==> src/hw/sal_pkg.sv <==
// Contract
// RULE_01: Alert asserts on warning, over-limit, critical, or triggered conversion done.
// RULE_02: Alert stays latched until status read or a successful alert response.
// RULE_03: Alert asserts again after clearing while its cause is still present.
// RULE_04: Asserting the alert never stops a running conversion sequence.
// RULE_05: Alert output is open-drain and only ever pulls the line low.
// RULE_06: Clearing the alert output enable releases the alert line high.
// RULE_07: A pending device answers the alert response address with its address.
// RULE_08: Arbitration decides, lower address wins; loser keeps alert low.
// RULE_09: Finished alert response read releases alert when the cause is gone.
// RULE_10: Alert flag clears by status read or by disabling the alert.
// RULE_11: After power-on reset all status flags read zero without alarms.
// RULE_12: Status read clears watchdog flags after a conversion, once fault gone.
// RULE_13: Output latches ignore alert response, clear on status read, re-set.
// RULE_14: Transparent latch mode clears that output latch; latched mode resumes.
// RULE_15: Writing one to a peak register's bit zero resets the peak.
// RULE_16: Shunt range has a base that gain widens two, four or eight times.
// RULE_17: Bus voltage measurement offers two selectable full-scale ranges.
// RULE_18: Shunt and bus channels have separate resolution and averaging settings.
// RULE_19: Software should latch the critical output driving a hot-swap enable.
// RULE_20: Reset masks all status, disables functions, outputs active-low transparent.
// RULE_21: Conversion done flag sets only after the whole conversion cycle finishes.
// RULE_22: Critical pin enable gates only the pin, never the critical flags.
// RULE_23: An event during a clearing status read keeps its flag and alert.
package sal_pkg;
    localparam int AXI_AW = 8;
    localparam logic [7:0] ADDR_STATUS = 8'h00;
    localparam logic [7:0] ADDR_MASK = 8'h04;
    localparam logic [7:0] ADDR_CONFIG = 8'h08;
    localparam logic [7:0] ADDR_PEAK_POS = 8'h0C;
    localparam logic [7:0] ADDR_PEAK_NEG = 8'h10;
    localparam logic [1:0] RESP_OKAY = 2'h0;
    localparam logic [1:0] RESP_SLVERR = 2'h2;
    localparam logic [6:0] ARA_ADDR = 7'h0C;
    localparam logic [15:0] PEAK_POS_RST = 16'h8000;
    localparam logic [15:0] PEAK_NEG_RST = 16'h7FFF;
    localparam logic [8:0] SHUNT_BASE_MV = 9'h028;
    localparam logic [5:0] BUS_BASE_V = 6'h10;
    localparam logic [3:0] BITS_PER_BYTE = 4'h8;

    typedef struct packed {
        logic critical_positive_flag_neg;
        logic critical_positive_flag_pos;
        logic over;
        logic warn;
    } sal_fault_type;

    typedef struct packed {
        logic conv_en;
        logic critical_positive_flag_en;
        logic over_en;
        logic warn_en;
        logic critical_pin_enable;
        logic alert_output_enable;
    } sal_mask_type;

    typedef struct packed {
        logic triggered_mode;
        logic [3:0] bus_adc;
        logic [3:0] shunt_adc;
        logic bus_range_32v;
        logic [1:0] shunt_range_gain;
        logic [2:0] active_high;
        logic [2:0] latch_mode;
    } sal_cfg_type;

    localparam int MASK_W = $bits(sal_mask_type);
    localparam int CFG_W = $bits(sal_cfg_type);
    localparam sal_mask_type MASK_RST = '0;
    localparam sal_cfg_type CFG_RST = '0;
endpackage : sal_pkg

==> src/hw/sal_ara.sv <==
`timescale 1ns/1ps
`default_nettype none
module sal_ara (
    input wire logic aclk,
    input wire logic aresetn,
    input wire logic scl,
    input wire logic sda,
    input wire logic [6:0] own_addr,
    input wire logic pending,
    output logic sda_oe,
    output logic ara_done
);
    import sal_pkg::*;

    typedef enum logic [2:0] {ST_IDLE, ST_ADDR, ST_ACK, ST_DATA, ST_MACK}
        sal_ara_state_type;

    sal_ara_state_type st_q;
    logic scl_p_q, sda_p_q, oe_q, done_q;
    logic [7:0] shift_q;
    logic [3:0] cnt_q;
    logic rise, fall, start, stop;

    assign rise = scl & ~scl_p_q;
    assign fall = ~scl & scl_p_q;
    assign start = scl & scl_p_q & sda_p_q & ~sda;
    assign stop = scl & scl_p_q & ~sda_p_q & sda;
    assign sda_oe = oe_q;
    assign ara_done = done_q;

    always_ff @(posedge aclk)
    begin
        if (!aresetn)
        begin
            scl_p_q <= 1'b1;
            sda_p_q <= 1'b1;
        end
        else
        begin
            scl_p_q <= scl;
            sda_p_q <= sda;
        end
    end

    always_ff @(posedge aclk)
    begin
        if (!aresetn)
        begin
            st_q <= ST_IDLE;
            oe_q <= 1'b0;
            done_q <= 1'b0;
            shift_q <= 8'h00;
            cnt_q <= 4'h0;
        end
        else
        begin
            done_q <= 1'b0;
            if (start)
            begin
                st_q <= ST_ADDR;
                cnt_q <= 4'h0;
                oe_q <= 1'b0;
            end
            else if (stop)
            begin
                st_q <= ST_IDLE;
                oe_q <= 1'b0;
            end
            else
            begin
                unique case (st_q)
                    ST_IDLE: ;
                    ST_ADDR:
                    begin
                        if (rise)
                        begin
                            shift_q <= {shift_q[6:0], sda};
                            cnt_q <= cnt_q + 4'h1;
                        end
                        // RULE_07: acknowledge a read of the response address.
                        if (fall && cnt_q == BITS_PER_BYTE)
                        begin
                            if (shift_q == {ARA_ADDR, 1'b1} && pending)
                            begin
                                st_q <= ST_ACK;
                                oe_q <= 1'b1;
                            end
                            else
                                st_q <= ST_IDLE;
                        end
                    end
                    ST_ACK:
                    begin
                        // RULE_07: start returning the own address.
                        if (fall)
                        begin
                            st_q <= ST_DATA;
                            shift_q <= {own_addr, 1'b0};
                            cnt_q <= 4'h0;
                            oe_q <= ~own_addr[6];
                        end
                    end
                    ST_DATA:
                    begin
                        // RULE_08: a released one seen low means arbitration lost.
                        if (rise && shift_q[7] && !sda)
                        begin
                            st_q <= ST_IDLE;
                            oe_q <= 1'b0;
                        end
                        else if (rise)
                        begin
                            shift_q <= {shift_q[6:0], 1'b0};
                            cnt_q <= cnt_q + 4'h1;
                        end
                        else if (fall && cnt_q == BITS_PER_BYTE)
                        begin
                            st_q <= ST_MACK;
                            oe_q <= 1'b0;
                        end
                        else if (fall)
                            oe_q <= ~shift_q[7];
                    end
                    ST_MACK:
                    begin
                        if (rise)
                        begin
                            done_q <= 1'b1;
                            st_q <= ST_IDLE;
                        end
                    end
                endcase
            end
        end
    end
endmodule : sal_ara
`default_nettype wire

==> src/hw/sal_top.sv <==
`timescale 1ns/1ps
`default_nettype none
module sal_top #(
    // Arbitrary neutral default slave address.
    parameter logic [6:0] OWN_ADDR = 7'h40
) (
    input wire logic aclk,
    input wire logic aresetn,
    input wire logic [sal_pkg::AXI_AW-1:0] awaddr,
    input wire logic awvalid,
    output logic awready,
    input wire logic [31:0] wdata,
    input wire logic [3:0] wstrb,
    input wire logic wvalid,
    output logic wready,
    output logic [1:0] bresp,
    output logic bvalid,
    input wire logic bready,
    input wire logic [sal_pkg::AXI_AW-1:0] araddr,
    input wire logic arvalid,
    output logic arready,
    output logic [31:0] rdata,
    output logic [1:0] rresp,
    output logic rvalid,
    input wire logic rready,
    input wire sal_pkg::sal_fault_type fault_present,
    input wire logic conv_cycle_done,
    input wire logic sample_valid,
    input wire logic [15:0] sample,
    input wire logic scl_i,
    input wire logic sda_i,
    output logic sda_o,
    output logic sda_oe,
    output logic alert_o,
    output logic alert_oe,
    output logic [2:0] watchdog_pin,
    output sal_pkg::sal_cfg_type cfg_o,
    output logic [8:0] shunt_fs_mv,
    output logic [5:0] bus_fs_v
);
    import sal_pkg::*;

    if (OWN_ADDR == ARA_ADDR || OWN_ADDR == 7'h00)
    begin : g_bad_addr
        $error("Own address collides with a reserved address.");
    end

    logic aw_fire, w_fire, ar_fire, do_write, stat_rd, cfg_wr;
    logic awready_q, wready_q, bvalid_q, arready_q, rvalid_q;
    logic aw_have_q, w_have_q;
    logic [AXI_AW-1:0] awaddr_q;
    logic [31:0] wdata_q, rdata_q, wm;
    logic [3:0] wstrb_q;
    logic [1:0] bresp_q, rresp_q;
    sal_mask_type mask_q;
    sal_cfg_type cfg_q;
    logic [3:0] fp, fen, fault_q, fault_set, fault_clr;
    logic conv_q, conv_seen_q, alert_q, alert_d, alert_clr;
    logic alert_oe_q, cond, ara_done, ara_oe;
    logic [15:0] peak_pos_q, peak_neg_q;
    logic pos_clr, neg_clr;
    logic [2:0] act, pin_en, lat_q, lat_d, pin_act, pin_q, hi;
    logic scl_s1_q, scl_s2_q, sda_s1_q, sda_s2_q, zero_q;
    logic [8:0] shunt_fs_q;
    logic [5:0] bus_fs_q;

    function automatic logic known(input logic [AXI_AW-1:0] a);
        known = a == ADDR_STATUS || a == ADDR_MASK || a == ADDR_CONFIG ||
            a == ADDR_PEAK_POS || a == ADDR_PEAK_NEG;
    endfunction : known

    function automatic logic [31:0] merge(input logic [31:0] old,
        input logic [31:0] nw, input logic [3:0] s);
        merge = old;
        for (int i = 0; i < 4; i++)
        begin
            if (s[i])
                merge[8*i +: 8] = nw[8*i +: 8];
        end
    endfunction : merge

    function logic [31:0] reg_word(input logic [AXI_AW-1:0] a);
        case (a)
            ADDR_STATUS: reg_word = {26'h0, alert_q, conv_q, fault_q};
            ADDR_MASK: reg_word = {{(32-MASK_W){1'b0}}, mask_q};
            ADDR_CONFIG: reg_word = {{(32-CFG_W){1'b0}}, cfg_q};
            ADDR_PEAK_POS: reg_word = {16'h0, peak_pos_q};
            ADDR_PEAK_NEG: reg_word = {16'h0, peak_neg_q};
            default: reg_word = 32'h0;
        endcase
    endfunction : reg_word

    assign aw_fire = awvalid & awready_q;
    assign w_fire = wvalid & wready_q;
    assign ar_fire = arvalid & arready_q;
    assign do_write = aw_have_q & w_have_q & ~bvalid_q;
    assign stat_rd = ar_fire && araddr == ADDR_STATUS;
    assign cfg_wr = do_write && awaddr_q == ADDR_CONFIG;
    // Evaluated in a process so that register changes behind the function
    // also refresh the merged write word.
    always_comb
    begin
        wm = merge(reg_word(awaddr_q), wdata_q, wstrb_q);
    end
    // RULE_15: a one in bit zero of a peak register resets it.
    assign pos_clr = do_write && awaddr_q == ADDR_PEAK_POS &&
        wstrb_q[0] && wdata_q[0];
    assign neg_clr = do_write && awaddr_q == ADDR_PEAK_NEG &&
        wstrb_q[0] && wdata_q[0];

    always_ff @(posedge aclk)
    begin
        if (!aresetn)
        begin
            awready_q <= 1'b1;
            wready_q <= 1'b1;
            aw_have_q <= 1'b0;
            w_have_q <= 1'b0;
            bvalid_q <= 1'b0;
            bresp_q <= RESP_OKAY;
            awaddr_q <= '0;
            wdata_q <= 32'h0;
            wstrb_q <= 4'h0;
        end
        else
        begin
            if (aw_fire)
                awaddr_q <= awaddr;
            if (w_fire)
            begin
                wdata_q <= wdata;
                wstrb_q <= wstrb;
            end
            aw_have_q <= (aw_have_q & ~do_write) | aw_fire;
            w_have_q <= (w_have_q & ~do_write) | w_fire;
            awready_q <= ~((aw_have_q & ~do_write) | aw_fire);
            wready_q <= ~((w_have_q & ~do_write) | w_fire);
            if (do_write)
            begin
                bvalid_q <= 1'b1;
                bresp_q <= known(awaddr_q) ? RESP_OKAY : RESP_SLVERR;
            end
            else if (bready)
                bvalid_q <= 1'b0;
        end
    end

    always_ff @(posedge aclk)
    begin
        if (!aresetn)
        begin
            arready_q <= 1'b1;
            rvalid_q <= 1'b0;
            rdata_q <= 32'h0;
            rresp_q <= RESP_OKAY;
        end
        else
        begin
            if (ar_fire)
            begin
                rvalid_q <= 1'b1;
                rdata_q <= reg_word(araddr);
                rresp_q <= known(araddr) ? RESP_OKAY : RESP_SLVERR;
            end
            else if (rready)
                rvalid_q <= 1'b0;
            arready_q <= ~((rvalid_q & ~rready) | ar_fire);
        end
    end

    // RULE_18: separate resolution and averaging fields per channel.
    always_ff @(posedge aclk)
    begin
        // RULE_20: everything masked, disabled, active low, transparent.
        if (!aresetn)
        begin
            mask_q <= MASK_RST;
            cfg_q <= CFG_RST;
        end
        else
        begin
            if (do_write && awaddr_q == ADDR_MASK)
                mask_q <= sal_mask_type'(wm[MASK_W-1:0]);
            if (cfg_wr)
                cfg_q <= sal_cfg_type'(wm[CFG_W-1:0]);
        end
    end

    assign fp = fault_present;
    assign fen = {mask_q.critical_positive_flag_en, mask_q.critical_positive_flag_en, mask_q.over_en,
        mask_q.warn_en};
    assign hi = cfg_q.active_high;

    always_comb
    begin
        // RULE_22: critical flags follow the function enable only.
        fault_set = fp & fen;
        // RULE_12: clear only after a conversion and with the fault gone.
        fault_clr = (stat_rd && conv_seen_q) ? ~fp : 4'h0;
        // RULE_01: any enabled fault or a triggered conversion end.
        cond = (|fault_set) |
            (conv_cycle_done & cfg_q.triggered_mode & mask_q.conv_en);
        // RULE_10: status read or alert disable drops the flag.
        // RULE_09: a finished response clears only without a cause.
        alert_clr = stat_rd | (ara_done & ~cond) |
            ~mask_q.alert_output_enable;
        // RULE_23: the set term wins over every clear.
        alert_d = (alert_q & ~alert_clr) |
            (cond & mask_q.alert_output_enable);
    end

    // RULE_11: flags start at zero; fault flags rise only on enabled causes, conv_q on any conversion end.
    always_ff @(posedge aclk)
    begin
        if (!aresetn)
        begin
            fault_q <= 4'h0;
            conv_q <= 1'b0;
            conv_seen_q <= 1'b0;
        end
        else
        begin
            // RULE_23: an event in a clearing read cycle is kept.
            fault_q <= (fault_q & ~fault_clr) | fault_set;
            // RULE_21: set only by the end of a whole conversion cycle.
            conv_q <= (conv_q & ~stat_rd & ~cfg_wr) | conv_cycle_done;
            // RULE_04: the converter is observed here, never held back.
            conv_seen_q <= (conv_seen_q & ~stat_rd) | conv_cycle_done;
        end
    end

    // RULE_02: the alert stays until an explicit clear.
    // RULE_03: a lasting cause re-sets the alert at once.
    always_ff @(posedge aclk)
    begin
        if (!aresetn)
        begin
            alert_q <= 1'b0;
            alert_oe_q <= 1'b0;
        end
        else
        begin
            alert_q <= alert_d;
            // RULE_06: no pull-down while the alert output is disabled.
            alert_oe_q <= alert_d & mask_q.alert_output_enable;
        end
    end

    assign act = {fp[3] | fp[2], fp[1], fp[0]};
    assign pin_en = {mask_q.critical_pin_enable, mask_q.over_en,
        mask_q.warn_en};
    // RULE_13: latches clear on a status read and re-set on the fault.
    // RULE_14: transparent mode holds the latch cleared.
    assign lat_d = cfg_q.latch_mode & (act | (lat_q & ~{3{stat_rd}}));
    assign pin_act = (cfg_q.latch_mode & lat_d) | (~cfg_q.latch_mode & act);

    always_ff @(posedge aclk)
    begin
        if (!aresetn)
        begin
            lat_q <= 3'h0;
            pin_q <= 3'h7;
        end
        else
        begin
            lat_q <= lat_d;
            // RULE_22: the critical pin enable gates only this pin.
            pin_q <= ~((pin_en & pin_act) ^ hi);
        end
    end

    always_ff @(posedge aclk)
    begin
        if (!aresetn)
        begin
            peak_pos_q <= PEAK_POS_RST;
            peak_neg_q <= PEAK_NEG_RST;
        end
        else
        begin
            // RULE_15: a sample in the clear cycle becomes the new peak.
            if (pos_clr)
                peak_pos_q <= sample_valid ? sample : PEAK_POS_RST;
            else if (sample_valid && $signed(sample) > $signed(peak_pos_q))
                peak_pos_q <= sample;
            if (neg_clr)
                peak_neg_q <= sample_valid ? sample : PEAK_NEG_RST;
            else if (sample_valid && $signed(sample) < $signed(peak_neg_q))
                peak_neg_q <= sample;
        end
    end

    always_ff @(posedge aclk)
    begin
        if (!aresetn)
        begin
            shunt_fs_q <= SHUNT_BASE_MV;
            bus_fs_q <= BUS_BASE_V;
        end
        else
        begin
            // RULE_16: base range doubled per gain step, up to eight.
            shunt_fs_q <= SHUNT_BASE_MV << cfg_q.shunt_range_gain;
            // RULE_17: the lower or the doubled bus range.
            bus_fs_q <= cfg_q.bus_range_32v ? BUS_BASE_V << 1 : BUS_BASE_V;
        end
    end

    always_ff @(posedge aclk)
    begin
        if (!aresetn)
        begin
            scl_s1_q <= 1'b1;
            scl_s2_q <= 1'b1;
            sda_s1_q <= 1'b1;
            sda_s2_q <= 1'b1;
            zero_q <= 1'b0;
        end
        else
        begin
            scl_s1_q <= scl_i;
            scl_s2_q <= scl_s1_q;
            sda_s1_q <= sda_i;
            sda_s2_q <= sda_s1_q;
            // RULE_05: open-drain pins only ever drive low.
            zero_q <= 1'b0;
        end
    end

    // RULE_08: a device that loses keeps its alert pending.
    sal_ara u_ara (
        .aclk(aclk),
        .aresetn(aresetn),
        .scl(scl_s2_q),
        .sda(sda_s2_q),
        .own_addr(OWN_ADDR),
        .pending(alert_q),
        .sda_oe(ara_oe),
        .ara_done(ara_done)
    );

    assign awready = awready_q;
    assign wready = wready_q;
    assign bresp = bresp_q;
    assign bvalid = bvalid_q;
    assign arready = arready_q;
    assign rdata = rdata_q;
    assign rresp = rresp_q;
    assign rvalid = rvalid_q;
    assign sda_o = zero_q;
    assign sda_oe = ara_oe;
    assign alert_o = zero_q;
    assign alert_oe = alert_oe_q;
    assign watchdog_pin = pin_q;
    assign cfg_o = cfg_q;
    assign shunt_fs_mv = shunt_fs_q;
    assign bus_fs_v = bus_fs_q;
endmodule : sal_top
`default_nettype wire

==> config.mk <==
export PLATFORM = sky130hd
export DESIGN_NAME = sal_top
export DESIGN_NICKNAME = d
export VERILOG_FILES = /design/src/hw/sal_pkg.sv /design/src/hw/sal_ara.sv /design/src/hw/sal_top.sv
export SDC_FILE = /design/constraint.sdc
export NUM_CORES = 1
export LEC_CHECK = 0
export BUFFER_PORTS_ARGS = -buffer_cell sky130_fd_sc_hd__clkbuf_2
export CAP_MARGIN = 10
export CORE_ASPECT_RATIO = 0.7
export CORE_MARGIN = 4
export CORE_UTILIZATION = 45
export CTS_CLUSTER_DIAMETER = 100
export DETAILED_ROUTE_END_ITERATION = 7
export MAX_ROUTING_LAYER = met4
export PLACE_DENSITY = 0.66
export SETUP_SLACK_MARGIN = 0.1
export SLEW_MARGIN = 15
export SYNTH_ARGS = -nofsm -noshare
export SYNTH_HDL_FRONTEND = slang
export SYNTH_HIERARCHICAL = 1
export SYNTH_SLANG_ARGS = --single-unit
export TNS_END_PERCENT = 10
==> constraint.sdc <==
create_clock -name aclk -period 2.9 [get_ports aclk]
set_clock_uncertainty 0.1 [all_clocks]
set_input_delay 0.58 -clock aclk [delete_from_list [all_inputs] [get_ports aclk]]
set_output_delay 0.58 -clock aclk [all_outputs]
set_load 0.02 [all_outputs]
==> impl_metrics.csv <==
group,metric,value,unit
hold_path,hold_path.class,"in2reg",
worst_setup_path,crit_path_end_kind,"register",
power_and_ir_drop,peakVddDrop,0.3896,mV
layout,final_cell_mix,"dfxtp_1 (156), nand2_1 (154), clkbuf_2 (122)",
cts,cts-resized-gates,0,
global_route,grt_max_degree,42,
global_route,grt_util_all_layers,21.48,%
routing,via_per_inst,5.259,
cts,cts_hold_buffers,0,
layout,final_util,53.87,%
worst_setup_path,critPathTopFamily,"simple AND/OR/NAND/NOR gates",
layout,drive_above_1_share,20.48,%
layout,final_common_cell,"dfxtp_1",
routing,vias,6689,
yosys,ys_types,75,
timing,tns,0,ps
timing,fin_crit,2570,ps
worst_setup_path,arrival,2830,ps
worst_setup_path,critPathSlowestCell,"or4_1",
worst_setup_path,path_cells,"inv_1 -> ha_1 -> nor2b_1 -> o211ai_1 -> a2111oi_0 -> buf_4 -> or4_1 -> nand3_4 -> buf_4 -> mux2i_1",
yosys,yosys.area.top_type,"dfxtp_1",
floorplanning,coreArea,17170,um2
global_route,overflow,0,
layout,fill_cells,1646,
yosys,synth_warnings,6,
cts,path_clk_slew,70,ps
timing,rsz0062_at_grt,"false",
yosys,syn_area,7891,um2
yosys,synthFlopType,"dfxtp_1",
timing,setup_viol,0,
global_route,antenna_found_initial,1,
cts,cts_setup_buffers,0,
layout,area_growth,17.19,%
routing,drt_iter0_drc,618,
worst_setup_path,path_max_fanout,9,
global_route,grt_pass1_vias,6020,
cts,cts_buffers,17,
floorplanning,dieArea,19750,um2
floorplanning,fp.dieH,118.8,um
timing,slew_headroom,51.32,%
worst_setup_path,worstPathRequired,3160,ps
routing,ant_nets,0,
yosys,ys_async_sr_fraction,0,%
yosys,synth.ff_latch_count,157,
timing,tightest_slew,730.1,ps
yosys,netlist.area_leader.share,39.83,%
floorplanning,initial_core_util,45.97,%
placed_design,place.gp.congestion,0.8432,
routing,routedWlPerCell,16.37,um
timing,hold_viol,0,
yosys,synthCells,901,
power_and_ir_drop,powerDensity,577.8,nW/um2
routing,drc,0,
yosys,yosys-top-cells-area,"dfxtp_1 (40%), nand2_1 (7.3%), ha_1 (5.2%), a21boi_0 (4.9%), mux2i_1 (4.4%)",
placed_design,dp_hpwl,15630,um
placed_design,port_buffers,123,
cts,clockRootBuffer,"clkbuf_16",
cts,cts_tree,"built",
timing,fin_crit_sh,88.64,%
power_and_ir_drop,p_leak,3.927,nW
timing,max_freq,389.0,MHz
routing,top_layer_used,"met4",
cts,cts_buffer_depth,2,
yosys,synth_edf_count,0,
cts,cts_sinks,157,
worst_setup_path,cp-start-kind,"register",
floorplanning,die_x,166.3,um
layout,finish.net_count,1143,
outcome,status,"finished, final reports clean",
worst_setup_path,path_class,"reg2reg",
routing,met3WireLength,1748,um
routing,drt_pass1_iterations,5,
global_route,grt_pass1_wl,33230,um
floorplanning,ios,164,
job,maxCapViolations,0,
worst_setup_path,path_buf_inv,3,
floorplanning,num_rows,40,
routing,finalWirelength,20830,um
worst_setup_path,slowest_delay,590,ps
timing,finalMaxSlewViolations,0,
yosys,syn_avg_cell_area,8.758,um2
yosys,seq_area_frac_synth,39.83,%
routing,route.met2.wl,7863,um
cts,htree_levels,4,
cts,clkLatencyLatePin,430,ps
routing,met1_length,10890,um
worst_setup_path,cp_common_cell,"buf_4",
worst reg2reg max path, delay by kind of cell (launching register included):
family / cells / cell delay (ps)
AOI/OAI and AO/OA: 2 / 280
adders and majority gates: 1 / 280
buffers and inverters: 3 / 430
DFF: 1 / 370
muxes: 1 / 200
and+or+nand+nor: 3 / 840
Yosys cell counts, drive strengths merged (3+ instances only):
library cell	number
a31oi	15
a21o	5
a211oi	9
a31o	4
o32a	15
nand2	156
a21boi	52
ha	33
a21oi	39
o2bb2ai	5
nor2	28
o21a	6
nand2b	14
and3	5
nand3b	3
and2b	3
nand3	31
a221oi	13
clkbuf	27
o21ai	36
o31ai	5
mux2i	35
nor2b	17
dfxtp	157
or4	6
o211ai	4
buf	46
and2	8
nand4	7
nor3	7
inv	56
mux2	8
a22o	8
a22oi	6
area by class of cell:
| type | count | area [um2] | area share [%] |
|---|---|---|---|
| antenna | 1 | 2.502 | 0.02706 |
| clock buffer | 19 | 442.9 | 4.790 |
| clock inverter | 13 | 128.9 | 1.394 |
| inverter | 56 | 210.2 | 2.273 |
| multi-input combinational | 646 | 4219 | 45.62 |
| sequential | 157 | 3144 | 34.00 |
| tap | 231 | 289.0 | 3.125 |
| timing repair buffer | 149 | 810.8 | 8.767 |
final timing paths:
kind,from,endpoint,slack (ps),cells past startpoint
worst min register to register,scl_s1_q$_SDFF_PN1_,scl_s2_q$_SDFF_PN1_,300,1
worst min-delay path,scl_i,scl_s1_q$_SDFF_PN1_,250,2
worst max register to register,peak_pos_q[1]$_SDFFE_PN0P_,peak_pos_q[12]$_SDFFE_PN0P_,330,10
worst max-delay path,peak_pos_q[1]$_SDFFE_PN0P_,peak_pos_q[12]$_SDFFE_PN0P_,330,10
logic make-up (layout without fill, tap and decap cells):
kind of cell	Yosys count	after routing	synth area share, %
adders and majority gates	33	33	5.232
buffers and inverters	129	237	8.181
and+or+nand+nor	300	300	19.38
muxes	43	43	5.581
other	2	34	0.09517
AOI/OAI and AO/OA	235	235	21.48
DFF	157	157	39.83
xor gates and xnor gates	2	2	0.2220
flip-flops by register name, indices dropped and copies added, names as in the netlist, 3 cells and up:
register       count
awaddr_q           8
cfg_o             15
fault_q            4
fen                3
hi                 3
lat_q              3
mask_q             3
peak_neg_q        16
peak_pos_q        16
rdata             18
shunt_fs_mv        6
u_ara/cnt_q        4
u_ara/shift_q      8
u_ara/st_q         3
watchdog_pin       3
wdata_q           18
wstrb_q            3
power breakdown:
part	internal (mW)	leakage (nW)	switching, mW
clock	1.22	0.276	0.952
combinational	0.334	2.37	0.452
sequential	2.27	1.28	0.109
total	3.83	3.93	1.51
routing by layer:
layer	vias up	track usage (%)
met2	264	26.81
met5	-	-
met3	19	5.717
met1	3005	33.28
met4	0	5.774
li1	3401	-
metrics by stage:
stage	worst slack [ps]	instance area (um2)	cells	hold slack [ps]	power [mW]
finish	329.6	9248	1272	251.3	5.344
global route	167.6	9248	1272	252.9	5.580
CTS	284.9	9244	1271	233.8	5.381
detailed placement	68.15	8672	1239	303.9	3.205
global placement	100.2	8672	1239	291.1	3.190
floorplan	277.0	8008	932	286.3	2.981
(Power assumes the default switching activity.)
